$ cat src/core/sosc_pkg.sv
// Summary of operation
// - command 36h plus one parameter updates the scan-direction settings
// - bit 7 sets page order: 0 top to bottom, 1 bottom to top
// - bit 6 sets column order: 0 left to right, 1 right to left
// - bit 5: 0 normal ordering, 1 page and column roles exchanged
// - bit 4 sets refresh order: 0 top to bottom, 1 bottom to top
// - bit 3 sets color order: 0 red-green-blue, 1 blue-green-red
// - bits 1 and 0 hold horizontal and vertical flip; they are only stored, no logic flips the image
// - scan-direction command leaves all other mode state untouched
// - scan setting clears to 00h on hardware reset, kept on software reset
// - 37h takes two parameters: pointer bit 8 first, then bits 7 to 0
// - scroll pointer names the first displayed line of the scroll region
// - scroll origin is applied in the direction the refresh order bit picks
// - scroll-start accepted in normal mode and sleep, refused in partial mode
// - scroll pointer resets to 0000h on power-on, software and hardware reset
// - 38h without parameters leaves idle mode, restoring full color
// - idle-exit while not idle changes nothing
// - idle flag clears on power-on, software reset and hardware reset
// - while idle, each component shows only its most significant bit
// - bit 5 clear: column advances first, wraps and steps page; set: page first
package sosc_pkg;
   localparam logic [7:0] SOSC_CMD_SCAN = 8'h36;
   localparam logic [7:0] SOSC_CMD_SCROLL = 8'h37;
   localparam logic [7:0] SOSC_CMD_IDLE_EXIT = 8'h38;
   localparam logic [7:0] SOSC_CMD_IDLE_ENTER = 8'h39;
   localparam logic [7:0] SOSC_CMD_SW_RESET = 8'h01;
   localparam logic [7:0] SOSC_SCAN_RESET = 8'h00;
   localparam logic [8:0] SOSC_SCROLL_RESET = 9'h000;
   localparam int SOSC_BIT_PAGE_ORDER = 7;
   localparam int SOSC_BIT_COL_ORDER = 6;
   localparam int SOSC_BIT_EXCHANGE = 5;
   localparam int SOSC_BIT_REFRESH = 4;
   localparam int SOSC_BIT_BGR = 3;
   localparam int SOSC_BIT_HFLIP = 1;
   localparam int SOSC_BIT_VFLIP = 0;
   localparam int SOSC_PIX_W = 18;
   localparam int SOSC_COMP_W = 6;
   typedef enum logic [1:0] {SOSC_ST_IDLE, SOSC_ST_SCAN_P1, SOSC_ST_SCROLL_P1,
      SOSC_ST_SCROLL_P2} sosc_state_t;
endpackage : sosc_pkg

$ cat src/core/sosc_byte_if.sv
`timescale 1ns/1ps
`default_nettype none
interface sosc_byte_if;
   logic valid;
   logic is_param;
   logic [7:0] data;
   modport src (output valid, output is_param, output data);
   modport dst (input valid, input is_param, input data);
endinterface : sosc_byte_if
`default_nettype wire

$ cat src/core/sosc_strobe_capture.sv
`timescale 1ns/1ps
`default_nettype none
module sosc_strobe_capture
   import sosc_pkg::*;
(
   input wire logic clk,
   input wire logic rst_n,
   input wire logic write_strobe_n,
   input wire logic cmd_param_select,
   input wire logic [7:0] data_in,
   sosc_byte_if.src byte_o
);
   logic strobe_reg, strobe_next;
   logic valid_reg, valid_next;
   logic sel_reg, sel_next;
   logic [7:0] data_reg, data_next;

   always_comb begin
      strobe_next = write_strobe_n;
      valid_next = write_strobe_n && !strobe_reg;
      sel_next = valid_next ? cmd_param_select : sel_reg;
      data_next = valid_next ? data_in : data_reg;
   end

   always_ff @(posedge clk or negedge rst_n) begin
      if (!rst_n) begin
         strobe_reg <= 1'b1;
         valid_reg <= 1'b0;
         sel_reg <= 1'b0;
         data_reg <= 8'h00;
      end else begin
         strobe_reg <= strobe_next;
         valid_reg <= valid_next;
         sel_reg <= sel_next;
         data_reg <= data_next;
      end
   end

   assign byte_o.valid = valid_reg;
   assign byte_o.is_param = sel_reg;
   assign byte_o.data = data_reg;

   // captured byte one cycle after the rising edge
   edge_capture_a: assert property (@(posedge clk) disable iff (!rst_n)
      (write_strobe_n && !$past(write_strobe_n)) |=> valid_reg && data_reg == $past(data_in))
      else $error("strobe edge not captured");
endmodule : sosc_strobe_capture
`default_nettype wire

$ cat src/core/sosc_cmd_top.sv
`timescale 1ns/1ps
`default_nettype none
module sosc_cmd_top
   import sosc_pkg::*;
#(
   parameter int PAGES = 432,
   parameter int COLS = 240
) (
   input wire logic clk,
   input wire logic arst_n,
   input wire logic write_strobe_n,
   input wire logic cmd_param_select,
   input wire logic [7:0] data_in,
   input wire logic partial_mode,
   input wire logic [SOSC_PIX_W-1:0] pixel_in,
   input wire logic pix_step,
   output logic [7:0] scan_ctrl,
   output logic [8:0] scroll_origin_line,
   output logic idle_mode,
   output logic [SOSC_PIX_W-1:0] pixel_out,
   output logic [8:0] page_addr,
   output logic [8:0] col_addr,
   output logic [8:0] first_panel_line
);
   initial begin
      if (PAGES < 2 || PAGES > 512 || COLS < 2 || COLS > 512)
         $error("page or column count unsupported");
   end

   localparam logic [8:0] LAST_PAGE = 9'(PAGES - 1);
   localparam logic [8:0] LAST_COL = 9'(COLS - 1);

   logic rs1_reg, rst_n;
   always_ff @(posedge clk or negedge arst_n) begin
      if (!arst_n) begin
         rs1_reg <= 1'b0;
         rst_n <= 1'b0;
      end else begin
         rs1_reg <= 1'b1;
         rst_n <= rs1_reg;
      end
   end

   sosc_byte_if bif ();
   sosc_strobe_capture u_cap (
      .clk(clk),
      .rst_n(rst_n),
      .write_strobe_n(write_strobe_n),
      .cmd_param_select(cmd_param_select),
      .data_in(data_in),
      .byte_o(bif.src)
   );

   function automatic logic [8:0] sosc_step(input logic [8:0] v, input logic down,
         input logic [8:0] last);
      if (down)
         sosc_step = (v == 9'h000) ? last : v - 9'h001;
      else
         sosc_step = (v == last) ? 9'h000 : v + 9'h001;
   endfunction : sosc_step

   sosc_state_t state_reg, state_next;
   logic [7:0] scan_reg, scan_next;
   logic [8:0] scroll_reg, scroll_next;
   logic hi_reg, hi_next;
   logic idle_reg, idle_next;
   logic is_cmd, is_par;

   assign is_cmd = bif.valid && !bif.is_param;
   assign is_par = bif.valid && bif.is_param;

   always_comb begin
      state_next = state_reg;
      scan_next = scan_reg;
      scroll_next = scroll_reg;
      hi_next = hi_reg;
      idle_next = idle_reg;
      if (is_cmd) begin
         state_next = SOSC_ST_IDLE;
         case (bif.data)
            SOSC_CMD_SCAN: state_next = SOSC_ST_SCAN_P1;
            SOSC_CMD_SCROLL: state_next = partial_mode ? SOSC_ST_IDLE : SOSC_ST_SCROLL_P1;
            // leave idle; no change if already off
            SOSC_CMD_IDLE_EXIT: idle_next = 1'b0;
            SOSC_CMD_IDLE_ENTER: idle_next = 1'b1;
            SOSC_CMD_SW_RESET: begin
               scroll_next = SOSC_SCROLL_RESET;
               idle_next = 1'b0;
            end
            default: state_next = SOSC_ST_IDLE;
         endcase
      end else if (is_par) begin
         case (state_reg)
            SOSC_ST_SCAN_P1: begin
               scan_next = bif.data;
               state_next = SOSC_ST_IDLE;
            end
            SOSC_ST_SCROLL_P1: begin
               hi_next = bif.data[0];
               state_next = SOSC_ST_SCROLL_P2;
            end
            SOSC_ST_SCROLL_P2: begin
               scroll_next = {hi_reg, bif.data};
               state_next = SOSC_ST_IDLE;
            end
            default: state_next = SOSC_ST_IDLE;
         endcase
      end
   end

   always_ff @(posedge clk or negedge rst_n) begin
      if (!rst_n) begin
         state_reg <= SOSC_ST_IDLE;
         scan_reg <= SOSC_SCAN_RESET;
         scroll_reg <= SOSC_SCROLL_RESET;
         hi_reg <= 1'b0;
         idle_reg <= 1'b0;
      end else begin
         state_reg <= state_next;
         scan_reg <= scan_next;
         scroll_reg <= scroll_next;
         hi_reg <= hi_next;
         idle_reg <= idle_next;
      end
   end

   // derived display outputs, all registered
   logic [SOSC_PIX_W-1:0] pix_next, pix_reg;
   logic [8:0] page_reg, page_next, col_reg, col_next, first_reg, first_next;
   logic [SOSC_COMP_W-1:0] ca, cb, cc;
   logic col_end, page_end;

   always_comb begin
      ca = pixel_in[17:12];
      cb = pixel_in[11:6];
      cc = pixel_in[5:0];
      if (scan_reg[SOSC_BIT_BGR])
         pix_next = {cc, cb, ca};
      else
         pix_next = {ca, cb, cc};
      // idle keeps only the top bit of each
      if (idle_reg)
         pix_next = pix_next & {{1'b1, 5'h00}, {1'b1, 5'h00}, {1'b1, 5'h00}};
   end

   always_comb begin
      page_next = page_reg;
      col_next = col_reg;
      col_end = scan_reg[SOSC_BIT_COL_ORDER] ? (col_reg == 9'h000) : (col_reg == LAST_COL);
      page_end = scan_reg[SOSC_BIT_PAGE_ORDER] ? (page_reg == 9'h000) : (page_reg == LAST_PAGE);
      if (pix_step) begin
         // inner counter wraps and steps the outer
         if (!scan_reg[SOSC_BIT_EXCHANGE]) begin
            col_next = sosc_step(col_reg, scan_reg[SOSC_BIT_COL_ORDER], LAST_COL);
            if (col_end)
               page_next = sosc_step(page_reg, scan_reg[SOSC_BIT_PAGE_ORDER], LAST_PAGE);
         end else begin
            page_next = sosc_step(page_reg, scan_reg[SOSC_BIT_PAGE_ORDER], LAST_PAGE);
            if (page_end)
               col_next = sosc_step(col_reg, scan_reg[SOSC_BIT_COL_ORDER], LAST_COL);
         end
      end
      // scroll origin on the refresh side
      if (scan_reg[SOSC_BIT_REFRESH])
         first_next = LAST_PAGE - scroll_reg;
      else
         first_next = scroll_reg;
   end

   always_ff @(posedge clk or negedge rst_n) begin
      if (!rst_n) begin
         pix_reg <= '0;
         page_reg <= 9'h000;
         col_reg <= 9'h000;
         first_reg <= 9'h000;
      end else begin
         pix_reg <= pix_next;
         page_reg <= page_next;
         col_reg <= col_next;
         first_reg <= first_next;
      end
   end

   assign scan_ctrl = scan_reg;
   assign scroll_origin_line = scroll_reg;
   assign idle_mode = idle_reg;
   assign pixel_out = pix_reg;
   assign page_addr = page_reg;
   assign col_addr = col_reg;
   assign first_panel_line = first_reg;

   scan_update_a: assert property (@(posedge clk) disable iff (!rst_n)
      (is_par && state_reg == SOSC_ST_SCAN_P1) |=> scan_reg == $past(bif.data))
      else $error("scan setting not updated");
   scan_stable_a: assert property (@(posedge clk) disable iff (!rst_n)
      !(is_par && state_reg == SOSC_ST_SCAN_P1) |=> $stable(scan_reg))
      else $error("scan setting changed without parameter");
   scan_other_a: assert property (@(posedge clk) disable iff (!rst_n)
      (is_par && state_reg == SOSC_ST_SCAN_P1) |=> $stable(idle_reg) && $stable(scroll_reg))
      else $error("scan command touched other state");
   scroll_pair_a: assert property (@(posedge clk) disable iff (!rst_n)
      (is_par && state_reg == SOSC_ST_SCROLL_P2) |=> scroll_reg == {$past(hi_reg), $past(bif.data)})
      else $error("scroll pointer assembled wrong");
   scroll_partial_a: assert property (@(posedge clk) disable iff (!rst_n)
      (is_cmd && bif.data == SOSC_CMD_SCROLL && partial_mode) |=> state_reg == SOSC_ST_IDLE)
      else $error("scroll accepted in partial mode");
   idle_exit_a: assert property (@(posedge clk) disable iff (!rst_n)
      (is_cmd && bif.data == SOSC_CMD_IDLE_EXIT) |=> !idle_reg && $stable(scan_reg))
      else $error("idle exit failed");
   swrst_clear_a: assert property (@(posedge clk) disable iff (!rst_n)
      (is_cmd && bif.data == SOSC_CMD_SW_RESET) |=> scroll_reg == 9'h000 && !idle_reg)
      else $error("software reset incomplete");
   idle_pixel_a: assert property (@(posedge clk) disable iff (!rst_n)
      idle_reg |=> (pix_reg & 18'h1F7DF) == 18'h00000)
      else $error("idle pixel has low bits");
   col_wrap_a: assert property (@(posedge clk) disable iff (!rst_n)
      (pix_step && !scan_reg[5] && !scan_reg[6] && col_reg == LAST_COL) |=> col_reg == 9'h000)
      else $error("column did not wrap");

   scan_cmd_c: cover property (@(posedge clk) is_par && state_reg == SOSC_ST_SCAN_P1);
   scroll_cmd_c: cover property (@(posedge clk) is_par && state_reg == SOSC_ST_SCROLL_P2);
   idle_exit_c: cover property (@(posedge clk) idle_reg ##1 !idle_reg);
endmodule : sosc_cmd_top
`default_nettype wire

$ cat config.mk
export PLATFORM = sky130hd
export DESIGN_NAME = sosc_cmd_top
export DESIGN_NICKNAME = d
export VERILOG_FILES = /design/src/core/sosc_pkg.sv /design/src/core/sosc_byte_if.sv /design/src/core/sosc_strobe_capture.sv /design/src/core/sosc_cmd_top.sv
export SDC_FILE = /design/constraint.sdc
export NUM_CORES = 1
export LEC_CHECK = 0
export BUFFER_PORTS_ARGS = -buffer_cell sky130_fd_sc_hd__buf_2
export CELL_PAD_IN_SITES_DETAIL_PLACEMENT = 2
export CELL_PAD_IN_SITES_GLOBAL_PLACEMENT = 2
export CORE_UTILIZATION = 37
export DETAILED_ROUTE_END_ITERATION = 6
export PLACE_DENSITY_LB_ADDON = 0.15
export SLEW_MARGIN = 10
export SYNTH_ARGS = -nofsm -noshare
export SYNTH_HDL_FRONTEND = slang
export SYNTH_SLANG_ARGS = --single-unit
$ cat constraint.sdc
create_clock -name clk -period 4.6 [get_ports clk]
set_clock_uncertainty 0.2 [all_clocks]
set_input_delay 0.46 -clock clk [delete_from_list [all_inputs] [get_ports clk]]
set_output_delay 0.46 -clock clk [all_outputs]
set_load 0.01 [all_outputs]
==> results of run 1 <==
[worst max-delay path: cells and delay by family (launching register included)]
family,cells,cell delay (ns)
simple gates,2,0.78
compound gates,2,0.42
flops,1,0.47
fa+ha+maj,1,0.25
buf+inv,2,0.34
[metal layers]
layer | part of all wire (%) | global-route usage, % | wire length (um) | vias to the layer above
li1 | - | - | - | 1467
met1 | 46 | 26.4 | 4900 | 1602
met2 | 49 | 33.8 | 5240 | 60
met3 | 4.5 | 4.95 | 480 | 9
met4 | 0.98 | 5.73 | 105 | 0
met5 | 0 | 0 | 0 | -
[kinds of logic (layout without fill, tap and decap cells)]
| family | count (synthesis) | count (layout) | share of synthesized area (%) |
|---|---|---|---|
| mux | 32 | 32 | 8.68 |
| buf+inv | 41 | 129 | 5.34 |
| simple gates | 102 | 102 | 16.0 |
| other cells | 1 | 2 | 0.0946 |
| fa+ha+maj | 5 | 5 | 1.58 |
| flops | 79 | 79 | 49.9 |
| xor+xnor | 10 | 10 | 2.21 |
| compound gates | 89 | 89 | 16.1 |
[layout make-up]
type | instances | area share (%)
tap | 136 | 3.63
inverter | 15 | 1.20
timing repair buffer | 98 | 10.8
multi-input combinational | 239 | 37.8
clock buffer | 11 | 3.23
sequential | 79 | 42.3
clock inverter | 5 | 0.881
antenna | 1 | 0.0534
[synth_stat cells (3+ instances only)]
cell,number
nor2b_1,6
a31oi_1,4
a21boi_0,3
xor2_1,6
clkbuf_1,10
nand4_1,4
buf_4,4
dfrtp_1,78
a22o_1,10
o31ai_2,4
ha_1,5
mux2_2,19
nor2_1,27
nand3b_1,5
a32oi_1,3
nand2b_1,3
o22ai_1,3
o21ai_0,20
xnor2_1,4
mux2i_1,13
nor3_1,5
a21oi_1,16
inv_1,15
nand2_1,18
nand3_1,4
a21o_1,3
nor4b_1,4
o31ai_1,3
and3_1,4
buf_2,6
[power groups by stage]
stage	Sequential, uW	Combinational [uW]	Clock [uW]
finish	1040	594	502
global route	1070	659	554
CTS	1040	600	523
detailed placement	1060	593	0
global placement	1040	571	0
floorplan	954	492	0
[path summary, 6_finish.rpt]
| check | startpoint | end | slack [ns] | cells past startpoint |
|---|---|---|---|---|
| min | pixel_in[7] | pixel_out[7] | 0.14 | 2 |
| max in group asynchronous | rst_n | col_addr[5] | 3.22 | 0 |
| max reg2reg | col_addr[1] | page_addr[3] | 2.01 | 7 |
| min reg2reg | rs1_reg | rst_n | 0.17 | 0 |
| max | col_addr[1] | page_addr[3] | 2.01 | 7 |
| min in group asynchronous | arst_n | rst_n | 0.23 | 2 |
[metrics by stage]
step | setup WS, ns | power, uW | std cells | util [%]
after floorplan | 2.04 | 1450 | 359 | -
after global placement | 2.11 | 1610 | 564 | 43.0
after detailed placement | 2.05 | 1650 | 564 | 43.0
after CTS | 2.00 | 2170 | 582 | 45.1
after global routing | 1.86 | 2290 | 583 | 45.1
final | 2.01 | 2140 | 584 | 45.2
==> flow_summary.ini, run 1 <==
[synthesis]
yosysSeqAreaShare_pct = 49.9
ys_async_sr_fraction_pct = 100
yosysUniqueCellTypes = 69
postSynthCellCount = 359
yosys.area.top_type = dfrtp_1
synth_top_area_share_pct = 49.3
synthTopCellsByArea = dfrtp_1 (49%), mux2_2 (5.4%), mux2i_1 (3.3%)
ys_warn_count = 0
synth.cell_area_um2 = 3960
syn_nets = 396
ys.flop_type = dfrtp_1
synth_area_per_cell_um2 = 11.0
synth-seq-cells = 79
synth_edf_count = 0

[finish]
mostFrequentLayoutCell = buf_2
fillers = 1134
mostFrequentLayoutCells = buf_2 (94), dfrtp_1 (77), nor2_1 (27)
drive_gt1_share_pct = 33.6
fin_area_um2 = 4680
seqCellArea_um2 = 1980
multiInputGateArea_um2 = 1770
largest_reg_flops = 18
area_growth_pct = 18.2
final_nets = 479

[placed_design]
post_dp_cell_area_um2 = 4460
port_buffers = 94
place_congestion = 0.789
hpwl_mm = 7.48

[power_and_ir_drop]
power.density_nw_per_um2 = 456
p_leak_uw = 0.00219
comb_power_share_pct = 27.8
internal_power_uw = 1320
p_sw_share_pct = 38.2
pwr-share-seq_pct = 48.7
clkPwrFrac_pct = 23.5
p_switching_uw = 818
vdd_drop_max_mv = 0.205

[sta]
hold-worst-slack_ns = 0.143
max_freq_mhz = 387
fin_crit_ns = 2.59
slew_violations = 0
final.period_utilization_pct = 56.2
relSlewSlack_pct = 31.2
fin_setup_tns_ns = 0
setup_violations = 0
tightest_slew_ns = 1.03
finalHoldViolations = 0
rsz0062_at_grt = false

[global_route]
antenna_found_initial = 1
grt_max_degree = 78
grtUsageTotal_pct = 20.4
grt_pass1_vias = 3450
grt_pass1_wl_mm = 17.9
grt_remaining_overflow = 0

[drt]
vias = 3138
drc_errors = 0
drt-total-wl_mm = 10.7
viasPerCell = 5.37
dr.first_iter.drc_count = 96
drtAntennaViolNets = 0
routedWlPerCell_um = 18.4
drt_pre_antenna_iters = 6

[cts]
cts_tree = done
path_clk_slew_ns = 0.08
cts_made_buffers = 9
post_cts.resized_instances = 0
htree_levels = 3
clk-insertion-delay-late_ns = 0.35
clock_sinks = 79
clockRootBuffer = clkbuf_8
postCtsHoldBufs = 2
post_cts_buffers = 0
cts.path.max_buffers = 2

[setup_path]
cp-start-kind = register
end_kind = register
crit_type = register to register
path_cells = inv_1, ha_1, or4b_4, nor3_4, o31ai_2, buf_4, a211o_2
cpPeakStageDelay_ns = 0.52
slowest_stage = or4b_4
crit_arrival_ns = 2.62
cp_max_fo = 17
critical_path_required_ns = 4.64

[run]
drv_cap = 0

[floorplan]
die-height_um = 105
rows = 37
ios = 95
initial_core_util_pct = 38.2
core_um2 = 10400
dieArea_um2 = 11100
fp.dieW_um = 105

[worst_hold_path]
worstHoldPathType = input port to register

[run_status]
status = finished, final reports clean
Note: power is estimated with default switching activity, not from simulation.
==> run 2: changes to the inputs <==
--- a/config.mk
+++ b/config.mk
@@ -8,7 +8,7 @@
 export BUFFER_PORTS_ARGS = -buffer_cell sky130_fd_sc_hd__buf_2
 export CELL_PAD_IN_SITES_DETAIL_PLACEMENT = 2
 export CELL_PAD_IN_SITES_GLOBAL_PLACEMENT = 2
-export CORE_UTILIZATION = 37
+export CORE_UTILIZATION = 34
 export DETAILED_ROUTE_END_ITERATION = 6
 export PLACE_DENSITY_LB_ADDON = 0.15
 export SLEW_MARGIN = 10
==> constraint.sdc (replaced) <==
create_clock -name clk -period 2.5 [get_ports clk]
set_clock_uncertainty 0.2 [all_clocks]
set_input_delay 0.25 -clock clk [delete_from_list [all_inputs] [get_ports clk]]
set_output_delay 0.25 -clock clk [all_outputs]
set_load 0.01 [all_outputs]
==> flow_summary.ini, run 2 (synthesis gave the netlist of run 1 again) <==
[cts]
cts_made_buffers = 9
clock_sinks = 79
htree_levels = 3
path_clk_slew_ns = 0.07
cts.path.max_buffers = 2
clk-insertion-delay-late_ns = 0.34
post_cts_buffers = 0
clockRootBuffer = clkbuf_16
cts_tree = done

[setup_path]
cp-start-kind = register
end_kind = register
cp_max_fo = 10
critical_path_required_ns = 2.55
crit_arrival_ns = 2.47
reg2reg_slack_ns = 0.08
crit_type = register to register

[placed_design]
post_dp_cell_area_um2 = 4700
dp_slack_ns = 0.0942
port_buffers = 94
place_congestion = 0.765
hpwl_mm = 8.16

[power_and_ir_drop]
power.density_nw_per_um2 = 895
clkPwrFrac_pct = 31.5
p_leak_uw = 0.00253
power_uw = 4810
comb_power_share_pct = 30.7
p_switching_uw = 1650
internal_power_uw = 3160
vdd_drop_max_mv = 0.375
p_sw_share_pct = 34.2
pwr-share-seq_pct = 37.8

[sta]
fin_setup_tns_ns = 0
fin_crit_ns = 2.42
relSlewSlack_pct = 50.6
final.period_utilization_pct = 96.9
hold-worst-slack_ns = 0.0160
setup_violations = 0
layout_setup_ws_ns = 0.0772
finalHoldViolations = 0
max_freq_mhz = 413
tightest_slew_ns = 0.738
slew_violations = 0

[global_route]
grt_max_degree = 44
grt_pass1_vias = 3945
grtUsageTotal_pct = 24.8
antenna_found_initial = 0
grt_pass1_wl_mm = 22.0
grt_remaining_overflow = 0

[floorplan]
rows = 39
initial_core_util_pct = 34.9
dieArea_um2 = 12100
die-height_um = 110
ios = 95
core_um2 = 11400
fp.dieW_um = 110

[drt]
drc_errors = 0
viasPerCell = 5.37
drt-total-wl_mm = 14.0
drtAntennaViolNets = 0
drt_pre_antenna_iters = 4
vias = 3473
dr.first_iter.drc_count = 122
routedWlPerCell_um = 21.6

[run]
drv_cap = 0

[worst_hold_path]
worstHoldPathType = input port to register

[finish]
diodes = 0
fin_area_um2 = 5380
area_growth_pct = 35.6
mostFrequentLayoutCell = buf_2
largest_reg_flops = 18
mostFrequentLayoutCells = buf_2 (94), dfrtp_1 (77), dlygate4sd3_1 (33)
final_nets = 536
drive_gt1_share_pct = 34.7

[run_status]
status = finished, final reports clean
==> run 2: worst paths after layout <==
| path | from | endpoint | depth (start not counted) |
|---|---|---|---|
| max in group asynchronous | rst_n | u_cap.strobe_reg | 1 |
| hold / removal | pixel_in[16] | pixel_out[16] | 3 |
| setup / recovery | col_addr[1] | page_addr[8] | 8 |
| setup reg to reg | col_addr[1] | page_addr[8] | 8 |
| hold reg to reg | rst_n | pixel_out[11] | 0 |
| min in group asynchronous | rst_n | pixel_out[11] | 0 |
==> run 2: layout make-up <==
cell class,instances,area (um^2)
sequential,79,1980
multi-input combinational,239,1780
timing repair buffer,155,1040
tap,143,179
fill,1188,5990
inverter,15,56.3
clock buffer,11,233
clock inverter,5,108
==> run 2: power groups by stage <==
stage	clock network (uW)	logic (uW)	registers (uW)
floorplan	0	906	1760
global placement	0	1340	1810
detailed placement	0	1390	1830
CTS	1550	1460	1810
global route	1600	1630	1860
finish	1520	1480	1820
==> run 2: timing repair <==
action / in CTS / in global routing
gates resized for setup: 0 / 1
endpoints found under the setup margin: 0 / 3
endpoints found under the hold margin: 27 / 0
hold buffers: 33 / 0
==> run 2: routing by layer <==
layer,wire (um),share of wire (%),global-route usage [%],up-vias
met3,442,3.2,4.86,21
met4,346,2.5,9.52,0
met1,5620,40,28.2,1794
met5,0,0,0,-
met2,7600,54,45.6,79
li1,-,-,-,1579
==> run 2: critical path: stages (launching register included) <==
cell and delay, ns:
dfrtp_1 0.39, inv_1 0.12, ha_1 0.18, or4b_4 0.51
nor3_4 0.26, o31ai_4 0.15, buf_4 0.20, a211o_2 0.26
o21ai_0 0.07
==> run 2: stage by stage <==
step,utilization [%],instances
floorplan,-,359
global placement,41.3,598
detailed placement,41.3,598
global route,47.3,647
CTS,47.2,647
finish,47.3,647
